==> config.mk <==
export PLATFORM = sky130hd
export DESIGN_NAME = ac_uart
export DESIGN_NICKNAME = d
export VERILOG_FILES = /design/src/hw/ac_pkg.sv /design/src/hw/ac_tx_if.sv /design/src/hw/ac_tx.sv /design/src/hw/ac_uart.sv
export SDC_FILE = /design/constraint.sdc
export NUM_CORES = 1
export LEC_CHECK = 0
export ABC_AREA = 1
export BUFFER_PORTS_ARGS = -buffer_cell sky130_fd_sc_hd__buf_2
export CAP_MARGIN = 20
export CELL_PAD_IN_SITES_DETAIL_PLACEMENT = 1
export CELL_PAD_IN_SITES_GLOBAL_PLACEMENT = 1
export CORE_MARGIN = 5
export CORE_UTILIZATION = 47
export CTS_BUF_LIST = sky130_fd_sc_hd__clkbuf_16
export CTS_CLUSTER_SIZE = 30
export DETAILED_ROUTE_END_ITERATION = 8
export PLACE_DENSITY = 0.83
export SLEW_MARGIN = 40
export SYNTH_ARGS = -nofsm -noshare
export SYNTH_HDL_FRONTEND = slang
export SYNTH_SLANG_ARGS = --single-unit
==> constraint.sdc <==
create_clock -name clock -period 3.7 [get_ports clock]
set_input_delay 0.74 -clock clock [delete_from_list [all_inputs] [get_ports clock]]
set_output_delay 0.74 -clock clock [all_outputs]
set_load 0.01 [all_outputs]
==> src/hw/ac_pkg.sv <==
// constants, field positions and helpers shared by the serial channel files
package ac_pkg;
	// register offsets on the 3-bit host address
	localparam logic [2:0] AC_A_DATA = 3'h0; // receive_buffer / transmit_holding / divisor low
	localparam logic [2:0] AC_A_IER = 3'h1; // interrupt enable / divisor high
	localparam logic [2:0] AC_A_IIR = 3'h2; // interrupt_ident_reg (write: pending clear)
	localparam logic [2:0] AC_A_LCR = 3'h3;
	localparam logic [2:0] AC_A_MCR = 3'h4;
	localparam logic [2:0] AC_A_LSR = 3'h5;
	localparam logic [2:0] AC_A_MSR = 3'h6;
	localparam logic [2:0] AC_A_SCR = 3'h7;
	// interrupt source bits, same layout for pending and enable
	localparam int AC_SRC_RDA = 0;
	localparam int AC_SRC_TX_HOLDING_EMPTY = 1;
	localparam int AC_SRC_RLS = 2;
	localparam int AC_SRC_MS = 3;
	// line control fields
	localparam int AC_LCR_WLS = 0;
	localparam int AC_LCR_STB = 2;
	localparam int AC_LCR_PEN = 3;
	localparam int AC_LCR_EPS = 4;
	localparam int AC_LCR_DIVISOR_ACCESS_BIT = 7;
	// modem control fields
	localparam int AC_MCR_DTR = 0;
	localparam int AC_MCR_RTS = 1;
	// reset values
	localparam logic [7:0] AC_LCR_RST = 8'h00;
	localparam logic [3:0] AC_MCR_PINS_N_RST = 4'hf;
	localparam logic [3:0] AC_IER_RST = 4'h0;
	localparam logic [15:0] AC_DIV_RST = 16'h0001;
	// identification codes
	localparam logic [7:0] AC_IIR_NONE = 8'h01;
	localparam logic [7:0] AC_IIR_RLS = 8'h06;
	localparam logic [7:0] AC_IIR_RDA = 8'h04;
	localparam logic [7:0] AC_IIR_TX_HOLDING_EMPTY = 8'h02;
	localparam logic [7:0] AC_IIR_MS = 8'h00;
	// timing in baud ticks
	localparam logic [4:0] AC_TICKS_PER_BIT = 5'h10;
	localparam logic [4:0] AC_TX_START_TICKS = 5'h10;
	localparam logic [4:0] AC_EVT_TICKS = 5'h08;
	localparam logic [3:0] AC_MID_TICKS = 4'h8;

	// data bits per character from the word length field
	function automatic logic [3:0] ac_word_bits(input logic [1:0] wls);
		return 4'h5 + {2'h0, wls};
	endfunction
endpackage

==> src/hw/ac_tx_if.sv <==
// link between the channel core and its transmitter
`timescale 1ns/10ps
`default_nettype none
interface ac_tx_if;
	logic tick;
	logic wr;
	logic [7:0] wr_data;
	logic [7:0] lcr;
	logic serial_out;
	logic hold_empty;
	logic shift_empty;
	logic tx_holding_empty_evt;
	modport ctl (output tick, wr, wr_data, lcr, input serial_out, hold_empty, shift_empty, tx_holding_empty_evt);
	modport tx (input tick, wr, wr_data, lcr, output serial_out, hold_empty, shift_empty, tx_holding_empty_evt);
endinterface
`default_nettype wire

==> src/hw/ac_tx.sv <==
// transmitter: holding register, shifter and holding-empty event
`timescale 1ns/10ps
`default_nettype none
module ac_tx (
	// clock and reset
	input wire logic clock,
	input wire logic nrst,
	// core side
	ac_tx_if.tx bus
);
	import ac_pkg::*;
	typedef enum logic [5:0] {
		TX_IDLE = 6'b000001, TX_WAIT = 6'b000010, TX_START = 6'b000100,
		TX_DATA = 6'b001000, TX_PAR = 6'b010000, TX_STOP = 6'b100000
	} ac_tx_e;
	ac_tx_e st_q;
	logic [4:0] cnt_q;
	logic [2:0] bit_q;
	logic [7:0] hold_q, sh_q;
	logic hold_full_q, par_q, out_q, evt_q;
	logic [3:0] wb;
	logic [4:0] stop_last;
	logic xfer;

	assign wb = ac_word_bits(bus.lcr[AC_LCR_WLS +: 2]);
	assign stop_last = bus.lcr[AC_LCR_STB] ? 5'h1f : 5'h0f;
	// holding moves into the shifter on these ticks
	assign xfer = bus.tick && ((st_q == TX_WAIT && cnt_q == AC_TX_START_TICKS - 5'h01) ||
		(st_q == TX_STOP && cnt_q == stop_last && hold_full_q));

	// holding register; a write in the transfer cycle keeps the new byte pending
	always_ff @(posedge clock or negedge nrst) begin
		if (!nrst) begin
			hold_q <= 8'h00;
			hold_full_q <= 1'b0;
		end else if (bus.wr) begin
			hold_q <= bus.wr_data;
			hold_full_q <= 1'b1;
		end else if (xfer) begin
			hold_full_q <= 1'b0;
		end
	end

	// character sequencer, one bit per sixteen ticks
	always_ff @(posedge clock or negedge nrst) begin
		if (!nrst) begin
			st_q <= TX_IDLE;
			cnt_q <= 5'h00;
			bit_q <= 3'h0;
			sh_q <= 8'h00;
			par_q <= 1'b0;
		end else if (st_q == TX_IDLE) begin
			if (hold_full_q) begin
				st_q <= TX_WAIT;
				cnt_q <= 5'h00;
			end
		end else if (bus.tick) begin
			cnt_q <= cnt_q + 5'h01;
			if (xfer) begin
				st_q <= TX_START;
				cnt_q <= 5'h00;
				sh_q <= hold_q & (8'hff >> (4'h8 - wb));
				par_q <= ^(hold_q & (8'hff >> (4'h8 - wb))) ^ ~bus.lcr[AC_LCR_EPS];
			end else begin
				unique case (st_q)
					TX_START: if (cnt_q == AC_TICKS_PER_BIT - 5'h01) begin
						st_q <= TX_DATA;
						cnt_q <= 5'h00;
						bit_q <= 3'h0;
					end
					TX_DATA: if (cnt_q == AC_TICKS_PER_BIT - 5'h01) begin
						cnt_q <= 5'h00;
						sh_q <= sh_q >> 1;
						bit_q <= bit_q + 3'h1;
						if ({1'b0, bit_q} == wb - 4'h1) begin
							st_q <= bus.lcr[AC_LCR_PEN] ? TX_PAR : TX_STOP;
						end
					end
					TX_PAR: if (cnt_q == AC_TICKS_PER_BIT - 5'h01) begin
						st_q <= TX_STOP;
						cnt_q <= 5'h00;
					end
					TX_STOP: if (cnt_q == stop_last) begin
						st_q <= TX_IDLE;
					end
					default: st_q <= st_q; // wait counts until the transfer tick
				endcase
			end
		end
	end

	// line driver, high whenever no character is on the wire
	always_ff @(posedge clock or negedge nrst) begin
		if (!nrst) begin
			out_q <= 1'b1;
		end else begin
			out_q <= (st_q == TX_START) ? 1'b0 : (st_q == TX_DATA) ? sh_q[0] :
				(st_q == TX_PAR) ? par_q : 1'b1;
		end
	end

	// event eight ticks into the start bit, or into the stop bit if nothing waits
	always_ff @(posedge clock or negedge nrst) begin
		if (!nrst) begin
			evt_q <= 1'b0;
		end else begin
			evt_q <= bus.tick && cnt_q == AC_EVT_TICKS - 5'h01 &&
				(st_q == TX_START || (st_q == TX_STOP && !hold_full_q));
		end
	end

	assign bus.serial_out = out_q;
	assign bus.hold_empty = !hold_full_q;
	assign bus.shift_empty = (st_q == TX_IDLE);
	assign bus.tx_holding_empty_evt = evt_q;

	// helper: ticks since the last holding write, and first-write marker
	logic [5:0] tk_q;
	logic init_q;
	always_ff @(posedge clock or negedge nrst) begin
		if (!nrst) begin
			tk_q <= 6'h00;
			init_q <= 1'b0;
		end else begin
			tk_q <= bus.wr ? 6'h00 : (bus.tick && tk_q != 6'h3f) ? tk_q + 6'h01 : tk_q;
			init_q <= (bus.wr && st_q == TX_IDLE && !hold_full_q) ? 1'b1 : evt_q ? 1'b0 : init_q;
		end
	end
endmodule
`default_nettype wire

==> src/hw/ac_uart.sv <==
// serial channel core: host registers, receiver, modem lines, interrupt
//
// What this block does
// - receive interrupt one tick after stop sample
// - reading receive buffer or line status clears
// - start bit 8 to 24 ticks after write
// - transmit interrupt 8 ticks after stop position
// - holding-empty interrupt 16 to 32 ticks after write
// - holding write clears holding-empty interrupt
// - identification read clears holding-empty interrupt
// - cts, dsr or carrier change, or ring going inactive, sets modem interrupt
// - modem status read clears modem interrupt
// - modem control write updates request and ready
// - reset sets empty flags, line idles high
// - divisor access bit maps offsets to divisor
`timescale 1ns/10ps
`default_nettype none
module ac_uart (
	// clock and reset
	input wire logic clock,
	input wire logic nrst,
	// host register port
	input wire logic [2:0] host_addr,
	input wire logic [7:0] host_wr_data,
	input wire logic host_write_strobe,
	input wire logic host_read_strobe,
	output logic [7:0] host_rd_data,
	// serial line
	input wire logic serial_in,
	output logic serial_out,
	// modem lines, active low
	input wire logic cts_n,
	input wire logic dsr_n,
	input wire logic ri_n,
	input wire logic carrier_detect_in_n,
	output logic rts_n,
	output logic dtr_n,
	output logic out1_n,
	output logic out2_n,
	// interrupt
	output logic interrupt_out
);
	import ac_pkg::*;
	typedef enum logic [4:0] {
		RX_IDLE = 5'b00001, RX_START = 5'b00010, RX_DATA = 5'b00100,
		RX_PAR = 5'b01000, RX_STOP = 5'b10000
	} ac_rx_e;

	ac_tx_if txb ();
	ac_tx u_tx (.clock(clock), .nrst(nrst), .bus(txb.tx));

	logic [7:0] lcr_q, scr_q, dll_q, dlm_q, rd_data_q, receive_buffer_q, rx_sh_q;
	logic [3:0] ier_q, pins_n_q, pend_q, delta_q, prev_q;
	logic [15:0] div_cnt_q;
	logic [4:0] sync1_q, sync2_q;
	logic tick_q, dr_q, oe_q, pe_q, fe_q, rx_stop_q, rx_par_q, ms_live_q;
	ac_rx_e rx_q;
	logic [3:0] rx_cnt_q;
	logic [2:0] rx_bit_q;

	// host access decode
	logic divisor_access_bit, wr_thr, rd_rbr, rd_lsr, rd_iir, rd_msr, wr_mcr, wr_iir;
	assign divisor_access_bit = lcr_q[AC_LCR_DIVISOR_ACCESS_BIT];
	assign wr_thr = host_write_strobe && host_addr == AC_A_DATA && !divisor_access_bit;
	assign rd_rbr = host_read_strobe && host_addr == AC_A_DATA && !divisor_access_bit;
	assign rd_lsr = host_read_strobe && host_addr == AC_A_LSR;
	assign rd_iir = host_read_strobe && host_addr == AC_A_IIR;
	assign rd_msr = host_read_strobe && host_addr == AC_A_MSR;
	assign wr_mcr = host_write_strobe && host_addr == AC_A_MCR;
	assign wr_iir = host_write_strobe && host_addr == AC_A_IIR;

	// two-flop synchronisers: serial_in, cts, dsr, ri, carrier
	always_ff @(posedge clock or negedge nrst) begin
		if (!nrst) begin
			sync1_q <= 5'h1f;
			sync2_q <= 5'h1f;
		end else begin
			sync1_q <= {carrier_detect_in_n, ri_n, dsr_n, cts_n, serial_in};
			sync2_q <= sync1_q;
		end
	end

	// baud tick divider; a zero divisor behaves as one
	always_ff @(posedge clock or negedge nrst) begin
		if (!nrst) begin
			div_cnt_q <= 16'h0000;
			tick_q <= 1'b0;
		end else if (div_cnt_q + 16'h0001 >= {dlm_q, dll_q}) begin
			div_cnt_q <= 16'h0000;
			tick_q <= 1'b1;
		end else begin
			div_cnt_q <= div_cnt_q + 16'h0001;
			tick_q <= 1'b0;
		end
	end

	// configuration registers written by the host
	always_ff @(posedge clock or negedge nrst) begin
		if (!nrst) begin
			lcr_q <= AC_LCR_RST;
			ier_q <= AC_IER_RST;
			scr_q <= 8'h00;
			{dlm_q, dll_q} <= AC_DIV_RST;
		end else if (host_write_strobe) begin
			unique case (host_addr)
				AC_A_DATA: if (divisor_access_bit) dll_q <= host_wr_data;
				AC_A_IER: if (divisor_access_bit) dlm_q <= host_wr_data; else ier_q <= host_wr_data[3:0];
				AC_A_LCR: lcr_q <= host_wr_data;
				AC_A_SCR: scr_q <= host_wr_data;
				default: ;
			endcase
		end
	end

	// modem control pins change on the write itself
	always_ff @(posedge clock or negedge nrst) begin
		if (!nrst) begin
			pins_n_q <= AC_MCR_PINS_N_RST;
		end else if (wr_mcr) begin
			pins_n_q <= ~host_wr_data[3:0];
		end
	end
	assign {out2_n, out1_n, rts_n, dtr_n} = pins_n_q;

	// receiver: mid-bit sampling at sixteen ticks per bit
	logic [3:0] wb;
	assign wb = ac_word_bits(lcr_q[AC_LCR_WLS +: 2]);
	always_ff @(posedge clock or negedge nrst) begin
		if (!nrst) begin
			rx_q <= RX_IDLE;
			rx_cnt_q <= 4'h0;
			rx_bit_q <= 3'h0;
			rx_sh_q <= 8'h00;
			rx_par_q <= 1'b0;
			rx_stop_q <= 1'b0;
			fe_q <= 1'b0;
		end else if (tick_q) begin
			rx_cnt_q <= rx_cnt_q + 4'h1;
			rx_stop_q <= (rx_q == RX_STOP && rx_cnt_q == 4'hf);
			unique case (rx_q)
				RX_IDLE: if (!sync2_q[0]) begin
					rx_q <= RX_START;
					rx_cnt_q <= 4'h0;
				end
				RX_START: if (rx_cnt_q == AC_MID_TICKS - 4'h1) begin
					rx_q <= sync2_q[0] ? RX_IDLE : RX_DATA; // glitch is not a start
					rx_cnt_q <= 4'h0;
					rx_bit_q <= 3'h0;
				end
				RX_DATA: if (rx_cnt_q == 4'hf) begin
					rx_sh_q <= {sync2_q[0], rx_sh_q[7:1]};
					rx_bit_q <= rx_bit_q + 3'h1;
					if ({1'b0, rx_bit_q} == wb - 4'h1) begin
						rx_q <= lcr_q[AC_LCR_PEN] ? RX_PAR : RX_STOP;
					end
				end
				RX_PAR: if (rx_cnt_q == 4'hf) begin
					rx_par_q <= sync2_q[0];
					rx_q <= RX_STOP;
				end
				RX_STOP: if (rx_cnt_q == 4'hf) begin
					fe_q <= !sync2_q[0];
					rx_q <= RX_IDLE;
				end
				default: rx_q <= RX_IDLE;
			endcase
		end
	end

	// character completes one tick after the stop sample
	logic rx_done, rx_pe;
	logic [7:0] rx_word;
	assign rx_done = rx_stop_q && tick_q;
	assign rx_word = rx_sh_q >> (4'h8 - wb);
	assign rx_pe = lcr_q[AC_LCR_PEN] && (rx_par_q != ((^rx_word) ^ ~lcr_q[AC_LCR_EPS]));

	// line status flags; a new character wins over a clearing read
	always_ff @(posedge clock or negedge nrst) begin
		if (!nrst) begin
			dr_q <= 1'b0;
			oe_q <= 1'b0;
			pe_q <= 1'b0;
			receive_buffer_q <= 8'h00;
		end else if (rx_done) begin
			dr_q <= 1'b1;
			oe_q <= dr_q && !rd_rbr;
			pe_q <= rx_pe;
			receive_buffer_q <= rx_word;
		end else begin
			if (rd_rbr) dr_q <= 1'b0;
			if (rd_lsr) begin
				oe_q <= 1'b0;
				pe_q <= 1'b0;
			end
		end
	end

	// modem input deltas, armed one cycle after reset; a cts, dsr or carrier level active at start-up sets its delta
	logic [3:0] mod_now, mod_chg;
	assign mod_now = ~sync2_q[4:1];
	assign mod_chg = {mod_now[3] ^ prev_q[3], prev_q[2] & ~mod_now[2],
		mod_now[1] ^ prev_q[1], mod_now[0] ^ prev_q[0]} & {4{ms_live_q}};
	always_ff @(posedge clock or negedge nrst) begin
		if (!nrst) begin
			prev_q <= 4'h0;
			delta_q <= 4'h0;
			ms_live_q <= 1'b0;
		end else begin
			prev_q <= mod_now;
			ms_live_q <= 1'b1;
			delta_q <= (rd_msr ? 4'h0 : delta_q) | mod_chg;
		end
	end

	// pending interrupt sources; every set wins over a clear in the same cycle
	logic [3:0] pend_set, pend_clr;
	logic lsr_err;
	assign lsr_err = rx_done && (rx_pe || dr_q || !sync2_q[0]);
	assign pend_set = {|mod_chg, lsr_err, txb.tx_holding_empty_evt, rx_done};
	assign pend_clr = {rd_msr, rd_lsr, wr_thr || rd_iir, rd_rbr || rd_lsr} |
		(wr_iir ? host_wr_data[3:0] : 4'h0);
	always_ff @(posedge clock or negedge nrst) begin
		if (!nrst) begin
			pend_q <= 4'h0;
		end else begin
			pend_q <= (pend_q & ~pend_clr) | pend_set;
		end
	end
	assign interrupt_out = |(pend_q & ier_q);

	// transmitter hookup
	assign txb.tick = tick_q;
	assign txb.wr = wr_thr;
	assign txb.wr_data = host_wr_data;
	assign txb.lcr = lcr_q;
	assign serial_out = txb.serial_out;

	// read mux, answer registered for the cycle after the strobe only
	logic [3:0] act;
	logic [7:0] iir_val, rd_mux;
	assign act = pend_q & ier_q;
	assign iir_val = act[AC_SRC_RLS] ? AC_IIR_RLS : act[AC_SRC_RDA] ? AC_IIR_RDA :
		act[AC_SRC_TX_HOLDING_EMPTY] ? AC_IIR_TX_HOLDING_EMPTY : act[AC_SRC_MS] ? AC_IIR_MS : AC_IIR_NONE;
	always_comb begin
		unique case (host_addr)
			AC_A_DATA: rd_mux = divisor_access_bit ? dll_q : receive_buffer_q;
			AC_A_IER: rd_mux = divisor_access_bit ? dlm_q : {4'h0, ier_q};
			AC_A_IIR: rd_mux = iir_val;
			AC_A_LCR: rd_mux = lcr_q;
			AC_A_MCR: rd_mux = {4'h0, ~pins_n_q};
			AC_A_LSR: rd_mux = {1'b0, txb.hold_empty && txb.shift_empty, txb.hold_empty,
				1'b0, fe_q, pe_q, oe_q, dr_q};
			AC_A_MSR: rd_mux = {mod_now, delta_q};
			default: rd_mux = scr_q;
		endcase
	end
	always_ff @(posedge clock or negedge nrst) begin
		if (!nrst) begin
			rd_data_q <= 8'h00;
		end else begin
			rd_data_q <= host_read_strobe ? rd_mux : 8'h00;
		end
	end
	assign host_rd_data = rd_data_q;
endmodule
`default_nettype wire

==> results of run 1 <==
## how the worst max path moves through the flow
stage	startpoint	to	slack, ns	cells past startpoint
2_1_floorplan	div_cnt_q[0]	div_cnt_q[10]	0.86	15
3_3_place_gp	div_cnt_q[0]	div_cnt_q[13]	0.71	15
3_5_place_dp	div_cnt_q[4]	div_cnt_q[13]	0.49	16
4_1_cts	div_cnt_q[4]	div_cnt_q[13]	0.31	16
5_1_grt	div_cnt_q[4]	div_cnt_q[13]	0.01	16
6_report	div_cnt_q[0]	div_cnt_q[13]	0.32	16
## power by group through the flow
stage | Combinational (mW) | Sequential, mW | Clock (mW)
5_1_grt | 1.61 | 2.24 | 1.85
3_3_place_gp | 1.32 | 2.21 | 0
6_report | 1.41 | 2.21 | 1.75
3_5_place_dp | 1.39 | 2.22 | 0
2_1_floorplan | 1.03 | 2.15 | 0
4_1_cts | 1.42 | 2.20 | 1.77
## layout make-up
cell class / count / area [sq um]
Fill cell: 2081 / 8030
Sequential cell: 156 / 3930
Multi-Input combinational cell: 671 / 3520
Inverter: 130 / 493
Clock buffer: 17 / 425
Tap cell: 225 / 282
Timing Repair Buffer: 38 / 213
Clock inverter: 15 / 166
Antenna cell: 1 / 2.50
## routing by layer
layer | up-vias | track usage (%)
li1 | 3281 | -
met1 | 3432 | 30.3
met2 | 170 | 40.2
met3 | 63 | 4.68
met4 | 0 | 10.5
met5 | - | 0
## through the flow
step / cells / cell area, sq um / util, %
2_1_floorplan: 979 / 8080 / -
3_3_place_gp: 1220 / 8430 / 49.4
5_1_grt: 1253 / 9030 / 52.9
3_5_place_dp: 1220 / 8430 / 49.4
4_1_cts: 1252 / 9030 / 52.9
6_report: 1253 / 9030 / 52.9
## registers in the layout (all words and copies together), names as in the netlist, 3 cells and up
name / count
pend_q: 4
u_tx.cnt_q: 5
lcr_q: 8
u_tx.sh_q: 8
dll_q: 8
u_tx.st_q: 6
receive_buffer_q: 8
host_rd_data: 8
prev_q: 4
sync1_q: 5
scr_q: 8
rx_bit_q: 3
rx_sh_q: 8
ier_q: 4
rx_cnt_q: 4
u_tx.hold_q: 8
u_tx.bit_q: 3
div_cnt_q: 16
pins_n_q: 4
delta_q: 4
rx_q: 5
dlm_q: 8
sync2_q: 5
## placed cells by master, fill, tap and decap left out, types with 3 or more instances in the layout
| master | instances |
|---|---|
| o21ai_1 | 7 |
| nand2_2 | 6 |
| inv_2 | 6 |
| o21ai_0 | 128 |
| nand3_2 | 5 |
| inv_1 | 121 |
| xor2_1 | 15 |
| or2_2 | 4 |
| ha_1 | 25 |
| nor2_4 | 3 |
| xnor2_1 | 6 |
| nor2_1 | 60 |
| buf_4 | 5 |
| a31oi_1 | 3 |
| clkinv_8 | 3 |
| a221oi_1 | 7 |
| o211ai_1 | 4 |
| nor3_1 | 7 |
| nand3b_1 | 3 |
| nand3_1 | 55 |
| a21oi_1 | 32 |
| o22ai_1 | 3 |
| buf_2 | 32 |
| nor2_2 | 5 |
| inv_6 | 5 |
| nand2_1 | 249 |
| o31ai_1 | 3 |
| nand4_1 | 11 |
| dfrtp_1 | 138 |
| dfstp_2 | 18 |
| clkbuf_16 | 17 |
| a41oi_1 | 3 |
| inv_8 | 5 |
## cells by family after synthesis
kind of cell | count (synthesis) | synth area share, %
fa+ha+maj | 25 | 3.87
xor+xnor | 21 | 2.28
buf+inv | 152 | 7.79
other cells | 1 | 0.0464
flops | 156 | 48.6
compound gates | 206 | 14.5
simple gates | 418 | 22.9
==> flow_metrics.tcl, run 1 <==
set metrics [dict create \
    num_rows 48 \
    arrival_ns 3.70 \
    antenna_found_initial 1 \
    ant_nets 0 \
    final.min_clock_period_ns 3.38 \
    p_total_mw 5.37 \
    peakVddDrop_uv 349 \
    cts_buffers 17 \
    setup_tns_ns 0 \
    yosys_warnings 0 \
    drtIter0Drc 389 \
    grt_pass1_wl_um 37700 \
    top_layer "met4" \
    skew_ns 0.0110 \
    post-cts-setup-buffers 0 \
    combPwrFrac_pct 26.3 \
    die_w_um 141 \
    grt_usage_pct 24.0 \
    slew_violations 0 \
    cpPeakStageDelay_ns 0.41 \
    cts_sinks 156 \
    root_buffer "clkbuf_16" \
    internal_power_mw 3.36 \
    clockPowerShare_pct 32.6 \
    critPathCaptureType "flip-flop" \
    syn_nets 1024 \
    syn_area_sq_um 8080 \
    synth-seq-area-share_pct 48.6 \
    syn2layout_area_growth_pct 11.8 \
    r2r_setup_slack_ns 0.32 \
    grt-ovfl-total 0 \
    met2_wirelength_um 11200 \
    viasPerCell 5.54 \
    path_max_fanout 17 \
    num_vias 6946 \
    final-hold-violation-count 0 \
    async_flop_share_pct 100 \
    core_sq_um 17100 \
    gp_congestion 0.879 \
    clockBufferDepth 2 \
    dpl_worst_slack_ns 0.485 \
    cts_tree "yes" \
    finalSetupViolCount 0 \
    synth.top_cell.area_share_pct 42.8 \
    cts_max_level 4 \
    leakagePower_nw 4.51 \
    timing.hold.ws_ns 0.264 \
    power.switching_mw 2.01 \
    path_cells "nand2_1, nor4_2, nand2_1, nor2_2, nand2_1, nor2_1, nand3_1, xor2_1, inv_1, ha_1, nand2_1, nor2_1, nand4_1, o41ai_4, buf_4, nor3_1" \
    insertion_delay_ns 0.44 \
    seq_power_share_pct 41.1 \
    nNetsFinal 1059 \
    r2r-start "div_cnt_q[0]" \
    synth_cell_types 53 \
    critPathMostFrequentCell "nand2_1" \
    yosys-top-cells-area "dfrtp_1 43%, nand2_1 12%, o21ai_0 7.9%" \
    rr_worst_depth 16 \
    fmax_ghz 0.296 \
    met1Wirelength_um 9920 \
    wirelength_um 23100 \
    drive_gt1_share_pct 12.9 \
    ioPinCount 34 \
    synth_top_cell_by_area "dfrtp_1" \
    crit_required_ns 4.02 \
    synth_top_flop_cell "dfrtp_1" \
    cts_resized 0 \
    cts.reportedPaths.clkPinSlew_ns 0.07 \
    rsz0062_at_grt "no" \
    yosysMostFrequentCell "nand2_1" \
    first_pass_iters 5 \
    hold_path.class "in2async" \
    p_per_area_nw_per_um2 594 \
    hold_buffers 0 \
    max_cap_viol_count 0 \
    grt_max_degree 93 \
    synthCells 979 \
    start_util_pct 47.4 \
    crit_family "simple AND/OR/NAND/NOR gates" \
    crit_type "reg2reg" \
    startpoint_type "flip-flop" \
    port_buffers 33 \
    fin_crit_sh_pct 91.4 \
    die_y_um 141 \
    tightest_slew_ns 0.789 \
    crit_slowest_cell "dfrtp_1" \
    maxSlewHeadroom_pct 47.4 \
    dp_hpwl_um 16200 \
    cp_num_buf_inv 2 \
    die_area_sq_um 19900 \
    synth-edff-count 0 \
    reg2reg_to "div_cnt_q[13]" \
    ys_ff_latch 156 \
    wl_met3_um 1030 \
    status "completed" \
    routedWlPerCell_um 18.4 \
    grt_pass1_vias 7265 \
    setup_slack_ns 0.320 \
    avgSynthCellArea_sq_um 8.25 \
    switching_share_pct 37.4 \
    yosys-top-cells-count "249 x nand2_1, 138 x dfrtp_1, 128 x o21ai_0" \
    drc_errors 0 \
]
Power figures use the tool's default switching activity.
==> run 2, diff against run 1 <==
--- a/config.mk
+++ b/config.mk
@@ -5,17 +5,16 @@
 export SDC_FILE = /design/constraint.sdc
 export NUM_CORES = 1
 export LEC_CHECK = 0
-export ABC_AREA = 1
 export BUFFER_PORTS_ARGS = -buffer_cell sky130_fd_sc_hd__buf_2
 export CAP_MARGIN = 20
 export CELL_PAD_IN_SITES_DETAIL_PLACEMENT = 1
 export CELL_PAD_IN_SITES_GLOBAL_PLACEMENT = 1
 export CORE_MARGIN = 5
-export CORE_UTILIZATION = 47
+export CORE_UTILIZATION = 35
 export CTS_BUF_LIST = sky130_fd_sc_hd__clkbuf_16
 export CTS_CLUSTER_SIZE = 30
 export DETAILED_ROUTE_END_ITERATION = 8
-export PLACE_DENSITY = 0.83
+export PLACE_DENSITY = 0.57
 export SLEW_MARGIN = 40
 export SYNTH_ARGS = -nofsm -noshare
 export SYNTH_HDL_FRONTEND = slang
==> flow_metrics.tcl, run 2 <==
set metrics [dict create \
    path_cells "nand3_1, nor4_1, nand4_1, xnor2_1, ha_1, a21o_1, a21o_1, a21oi_1, o21a_1, a21bo_2" \
    fin_crit_sh_pct 92.6 \
    first_pass_iters 4 \
    grt_max_degree 97 \
    final_cell_mix "138 x dfrtp_1, 110 x nand2_1, 58 x o21ai_0" \
    hold_buffers 0 \
    busiest_layer "met2" \
    nNetsFinal 872 \
    tightest_slew_ns 0.815 \
    final-hold-violation-count 0 \
    avgSynthCellArea_sq_um 10.2 \
    synth_cell_types 70 \
    setup_tns_ns 0 \
    final.min_clock_period_ns 3.43 \
    syn2layout_area_growth_pct 13.8 \
    ys_ff_latch 156 \
    die_y_um 163 \
    num_vias 6180 \
    start_util_pct 35.1 \
    insertion_delay_ns 0.43 \
    regMostFlops "div_cnt_q" \
    seq_power_share_pct 41.9 \
    cts_max_level 4 \
    port_buffers 33 \
    r2r_setup_slack_ns 0.27 \
    r2r-start "div_cnt_q[2]" \
    synth_top_flop_cell "dfrtp_1" \
    leakagePower_nw 4.15 \
    core_sq_um 23300 \
    crit_type "reg2reg" \
    synth-seq-area-share_pct 48.0 \
    synthXorXnorAreaFrac_pct 5.10 \
    p_per_area_nw_per_um2 562 \
    cpPeakStageDelay_ns 0.68 \
    grt_pass1_vias 6538 \
    die_w_um 163 \
    layout_commonest_cell "dfrtp_1" \
    clockPowerShare_pct 33.9 \
    post-cts-setup-buffers 0 \
    synth_fa_ha_area_share_pct 3.83 \
    hold_path.class "in2async" \
    status "completed" \
    cts_tree "yes" \
    synth_top_cell_by_area "dfrtp_1" \
    finalSetupViolCount 0 \
    max_cap_viol_count 0 \
    gr-usage-met3_pct 2.71 \
    fmax_ghz 0.292 \
    worstSetupStartpoint "div_cnt_q[2]" \
    crit_slowest_cell "nor4_1" \
    yosysMostFrequentCell "dfrtp_1" \
    grt-ovfl-total 0 \
    setup_slack_ns 0.273 \
    critPathMostFrequentCell "a21o_1" \
    gp_congestion 0.856 \
    maxSlewHeadroom_pct 45.7 \
    largest_reg_flops 16 \
    wirelength_um 22400 \
    dp_hpwl_um 16200 \
    power.switching_mw 1.83 \
    synth-edff-count 0 \
    slew_violations 0 \
    startpoint_type "flip-flop" \
    crit_family "compound AO/OA/AOI/OAI gates" \
    cts_buffers 17 \
    combPwrFrac_pct 24.2 \
    dpl_worst_slack_ns 0.279 \
    yosys_warnings 0 \
    crit_required_ns 4.03 \
    ant_nets 0 \
    antenna_found_initial 0 \
    grtUsageMet2_pct 28.1 \
    cp_num_buf_inv 0 \
    yosys-top-cells-area "dfrtp_1 42%, mux2_2 7.6%, dfstp_2 5.8%" \
    path_max_fanout 17 \
    synth_top_family_by_area "simple AND/OR/NAND/NOR gates" \
    antenna_cells 0 \
    die_area_sq_um 26500 \
    internal_power_mw 3.40 \
    skew_ns 0.0155 \
    yosys-top-cells-count "138 x dfrtp_1, 110 x nand2_1, 58 x o21ai_0" \
    peakVddDrop_uv 285 \
    met1_usage_pct 24.9 \
    reg2reg_to "tick_q" \
    rsz0062_at_grt "no" \
    fillers 2614 \
    synth.top_cell.area_share_pct 42.2 \
    arrival_ns 3.75 \
    muxShareOfSynthArea_pct 10.2 \
    critPathCaptureType "flip-flop" \
    grt_pass1_wl_um 36700 \
    synthCells 802 \
    rr_worst_depth 10 \
    cts_sinks 156 \
    yosys.area_share.simple_pct 14.8 \
    cts_resized 0 \
    grt_usage_pct 17.5 \
    switching_share_pct 34.9 \
    num_rows 56 \
    p_total_mw 5.23 \
    syn_nets 847 \
    root_buffer "clkbuf_16" \
    cts.reportedPaths.clkPinSlew_ns 0.08 \
    viasPerCell 5.33 \
    syn_area_sq_um 8180 \
    dp_cells 1126 \
    final_cells 1159 \
    drtIter0Drc 372 \
    synth-compound-area-share_pct 14.4 \
    async_flop_share_pct 100 \
    drc_errors 0 \
    drive_gt1_share_pct 21.0 \
    routedWlPerCell_um 19.3 \
    ioPinCount 34 \
    clockBufferDepth 2 \
]
-- run 2: cell count changes in the layout (fill, tap and decap cells not counted), moves of 7 or more --
| cell | previous run | this run |
|---|---|---|
| nand2_1 | 249 | 110 |
| inv_1 | 121 | 38 |
| o21ai_0 | 128 | 58 |
| mux2_2 | 0 | 55 |
| nor2_1 | 60 | 30 |
| nand3_1 | 55 | 26 |
| xnor2_1 | 6 | 27 |
| a21oi_1 | 32 | 42 |
| a22o_1 | 0 | 9 |
| and3_1 | 2 | 11 |
| mux2i_1 | 0 | 8 |
| nor2b_1 | 0 | 7 |
-- run 2: through the flow --
stage | cell area (sq um) | util (%) | hold WS (ns)
final | 9300 | 40.0 | 0.141
after global routing | 9300 | 40.0 | 0.147
after CTS | 9270 | 39.9 | 0.358
after detailed placement | 8670 | 37.3 | 0.348
after global placement | 8670 | 37.3 | 0.347
after floorplan | 8180 | - | 0.345
-- run 2: cell families after synthesis --
kind of cell    after synthesis
simple gates                249
compound gates              181
flops                       156
buf+inv                      75
mux                          69
xor+xnor                     46
fa+ha+maj                    25
other cells                   1
-- run 2: final cells by class --
cell class	instances	area [sq um]	area share, %
multi-input cells	571	3950	42.5
flip-flops and latches	156	3930	42.2
clock buffers	17	425	4.57
well taps	319	399	4.29
repair buffers	43	283	3.04
clock inverters	15	173	1.86
inverters	38	143	1.53
-- run 2: how the worst max path moves through the flow --
| stage | endpoint | cells after the start | slack, ns |
|---|---|---|---|
| 2_1_floorplan | pend_q[2] | 12 | 0.59 |
| 3_5_place_dp | tick_q | 10 | 0.28 |
| 6_report | tick_q | 10 | 0.27 |
| 3_3_place_gp | tick_q | 10 | 0.47 |
| 5_1_grt | div_cnt_q[15] | 11 | 0.006 |
| 4_1_cts | tick_q | 10 | 0.27 |
-- run 2: routing by layer --
metal / share of wire (%) / routed length (um)
met1: 49 / 10900
met3: 2.6 / 592
met2: 47 / 10500
met5: 0 / 0
met4: 1.3 / 282
-- run 2: worst register-to-register path: stages, from the launching register on --
cell,delay [ns]
dfrtp_1,0.40
nand3_1,0.19
nor4_1,0.68
nand4_1,0.20
xnor2_1,0.25
ha_1,0.29
a21o_1,0.18
a21o_1,0.16
a21oi_1,0.14
o21a_1,0.53
a21bo_2,0.29
-- run 2: power groups by stage --
stage,sequential [mW],combinational [mW],clock [mW]
detailed placement,2.22,1.26,0
global placement,2.21,1.20,0
CTS,2.19,1.28,1.82
floorplan,2.12,0.894,0
global route,2.22,1.42,1.89
finish,2.19,1.26,1.77
==> run 3, diff against run 2 <==
--- a/config.mk
+++ b/config.mk
@@ -9,12 +9,13 @@
 export CAP_MARGIN = 20
 export CELL_PAD_IN_SITES_DETAIL_PLACEMENT = 1
 export CELL_PAD_IN_SITES_GLOBAL_PLACEMENT = 1
-export CORE_MARGIN = 5
+export CORE_MARGIN = 2
 export CORE_UTILIZATION = 35
 export CTS_BUF_LIST = sky130_fd_sc_hd__clkbuf_16
 export CTS_CLUSTER_SIZE = 30
 export DETAILED_ROUTE_END_ITERATION = 8
-export PLACE_DENSITY = 0.57
+export MAX_ROUTING_LAYER = met4
+export PLACE_DENSITY = 0.61
 export SLEW_MARGIN = 40
 export SYNTH_ARGS = -nofsm -noshare
 export SYNTH_HDL_FRONTEND = slang
==> flow_metrics.tcl, run 3 (synthesis results as in run 2) <==
set metrics [dict create \
    final.min_clock_period_ns 3.30 \
    cts_buffers 17 \
    fillers 2559 \
    dp_hpwl_um 16000 \
    skew_ns 0.0135 \
    leakagePower_nw 4.12 \
    cts_sinks 156 \
    hold_path.class "in2async" \
    cts_tree "yes" \
    syn2layout_area_growth_pct 13.0 \
    reg2reg_to "div_cnt_q[3]" \
    setup_tns_ns 0 \
    startpoint_type "flip-flop" \
    grt-ovfl-total 0 \
    slew_violations 0 \
    peakVddDrop_uv 257 \
    grt_pass1_wl_um 36500 \
    num_rows 55 \
    rr_worst_depth 12 \
    maxSlewHeadroom_pct 49.3 \
    drc_errors 0 \
    max_cap_viol_count 0 \
    rsz0062_at_grt "no" \
    finalSetupViolCount 0 \
    crit_slowest_cell "nor4_1" \
    cts_max_level 4 \
    nNetsFinal 870 \
    drive_gt1_share_pct 20.8 \
    viasPerCell 5.35 \
    cp_num_buf_inv 1 \
    hold_buffers 0 \
    root_buffer "clkbuf_16" \
    path_cells "nand3_1, nor4_1, nand4_1, xnor2_1, ha_1, a21o_1, a21o_1, a21oi_1, o21a_1, buf_4, nand2_1, a21oi_1" \
    arrival_ns 3.65 \
    insertion_delay_ns 0.44 \
    met1Wirelength_um 10100 \
    regMostFlops "div_cnt_q" \
    grt_pass1_vias 6541 \
    timing.hold.ws_ns 0.295 \
    r2r_setup_slack_ns 0.40 \
    wirelength_um 22200 \
    fin_crit_sh_pct 89.1 \
    first_pass_iters 5 \
    post-cts-setup-buffers 0 \
    crit_type "reg2reg" \
    port_buffers 33 \
    final_cell_mix "138 x dfrtp_1, 110 x nand2_1, 58 x o21ai_0" \
    routedWlPerCell_um 19.3 \
    final-hold-violation-count 0 \
    antenna_found_initial 0 \
    ant_nets 0 \
    p_per_area_nw_per_um2 563 \
    met2_wirelength_um 11100 \
    drtIter0Drc 276 \
    cpPeakStageDelay_ns 0.64 \
    core_sq_um 22800 \
    die_w_um 157 \
    start_util_pct 35.9 \
    fmax_ghz 0.303 \
    die_area_sq_um 24600 \
    cts.reportedPaths.clkPinSlew_ns 0.07 \
    wl_met3_um 679 \
    grt_usage_pct 19.8 \
    die_y_um 157 \
    grt_max_degree 68 \
    clockBufferDepth 2 \
    gp_congestion 0.918 \
    crit_family "simple AND/OR/NAND/NOR gates" \
    largest_reg_flops 16 \
    top_layer "met4" \
    path_max_fanout 11 \
    num_vias 6162 \
    crit_required_ns 4.06 \
    critPathCaptureType "flip-flop" \
    ioPinCount 34 \
    r2r-start "div_cnt_q[2]" \
    tightest_slew_ns 0.760 \
    status "completed" \
    antenna_cells 0 \
    cts_resized 0 \
    layout_commonest_cell "dfrtp_1" \
]
-- run 3: per-layer routing --
metal / vias up / GRT usage [%]
met5: - / -
met4: 0 / 5.72
met3: 22 / 2.88
met2: 94 / 32.3
met1: 3147 / 25.7
li1: 2899 / -
-- run 3: power by group --
group | switching [mW] | internal [mW]
clock | 0.798 | 0.953
sequential | 0.250 | 1.95
combinational | 0.717 | 0.534
-- run 3: final cells by class --
cell class,instances,area [sq um],share of cell area (%)
clock buffers,17,425,4.60
repair buffers,41,244,2.64
flip-flops and latches,156,3930,42.5
well taps,313,392,4.24
inverters,38,143,1.54
multi-input cells,571,3960,42.8
clock inverters,15,153,1.65
-- run 3: worst max-delay path by stage --
stage / to / slack (ns) / startpoint / depth (start not counted)
2_1_floorplan: pend_q[2] / 0.59 / lcr_q[0] / 12
5_1_grt: div_cnt_q[2] / 0.09 / div_cnt_q[2] / 12
3_5_place_dp: div_cnt_q[3] / 0.45 / div_cnt_q[2] / 12
3_3_place_gp: div_cnt_q[7] / 0.57 / div_cnt_q[2] / 12
4_1_cts: div_cnt_q[3] / 0.42 / div_cnt_q[2] / 12
6_report: div_cnt_q[3] / 0.40 / div_cnt_q[2] / 12
-- run 3: through the flow --
step / cell area, sq um / instances / total power [mW] / utilization [%] / worst slack [ns]
finish: 9240 / 1151 / 5.20 / 40.6 / 0.403
global route: 9240 / 1151 / 5.52 / 40.6 / 0.0913
CTS: 9230 / 1151 / 5.26 / 40.5 / 0.422
detailed placement: 8650 / 1119 / 3.48 / 38.0 / 0.446
global placement: 8650 / 1119 / 3.39 / 38.0 / 0.568
floorplan: 8180 / 802 / 3.01 / - / 0.589
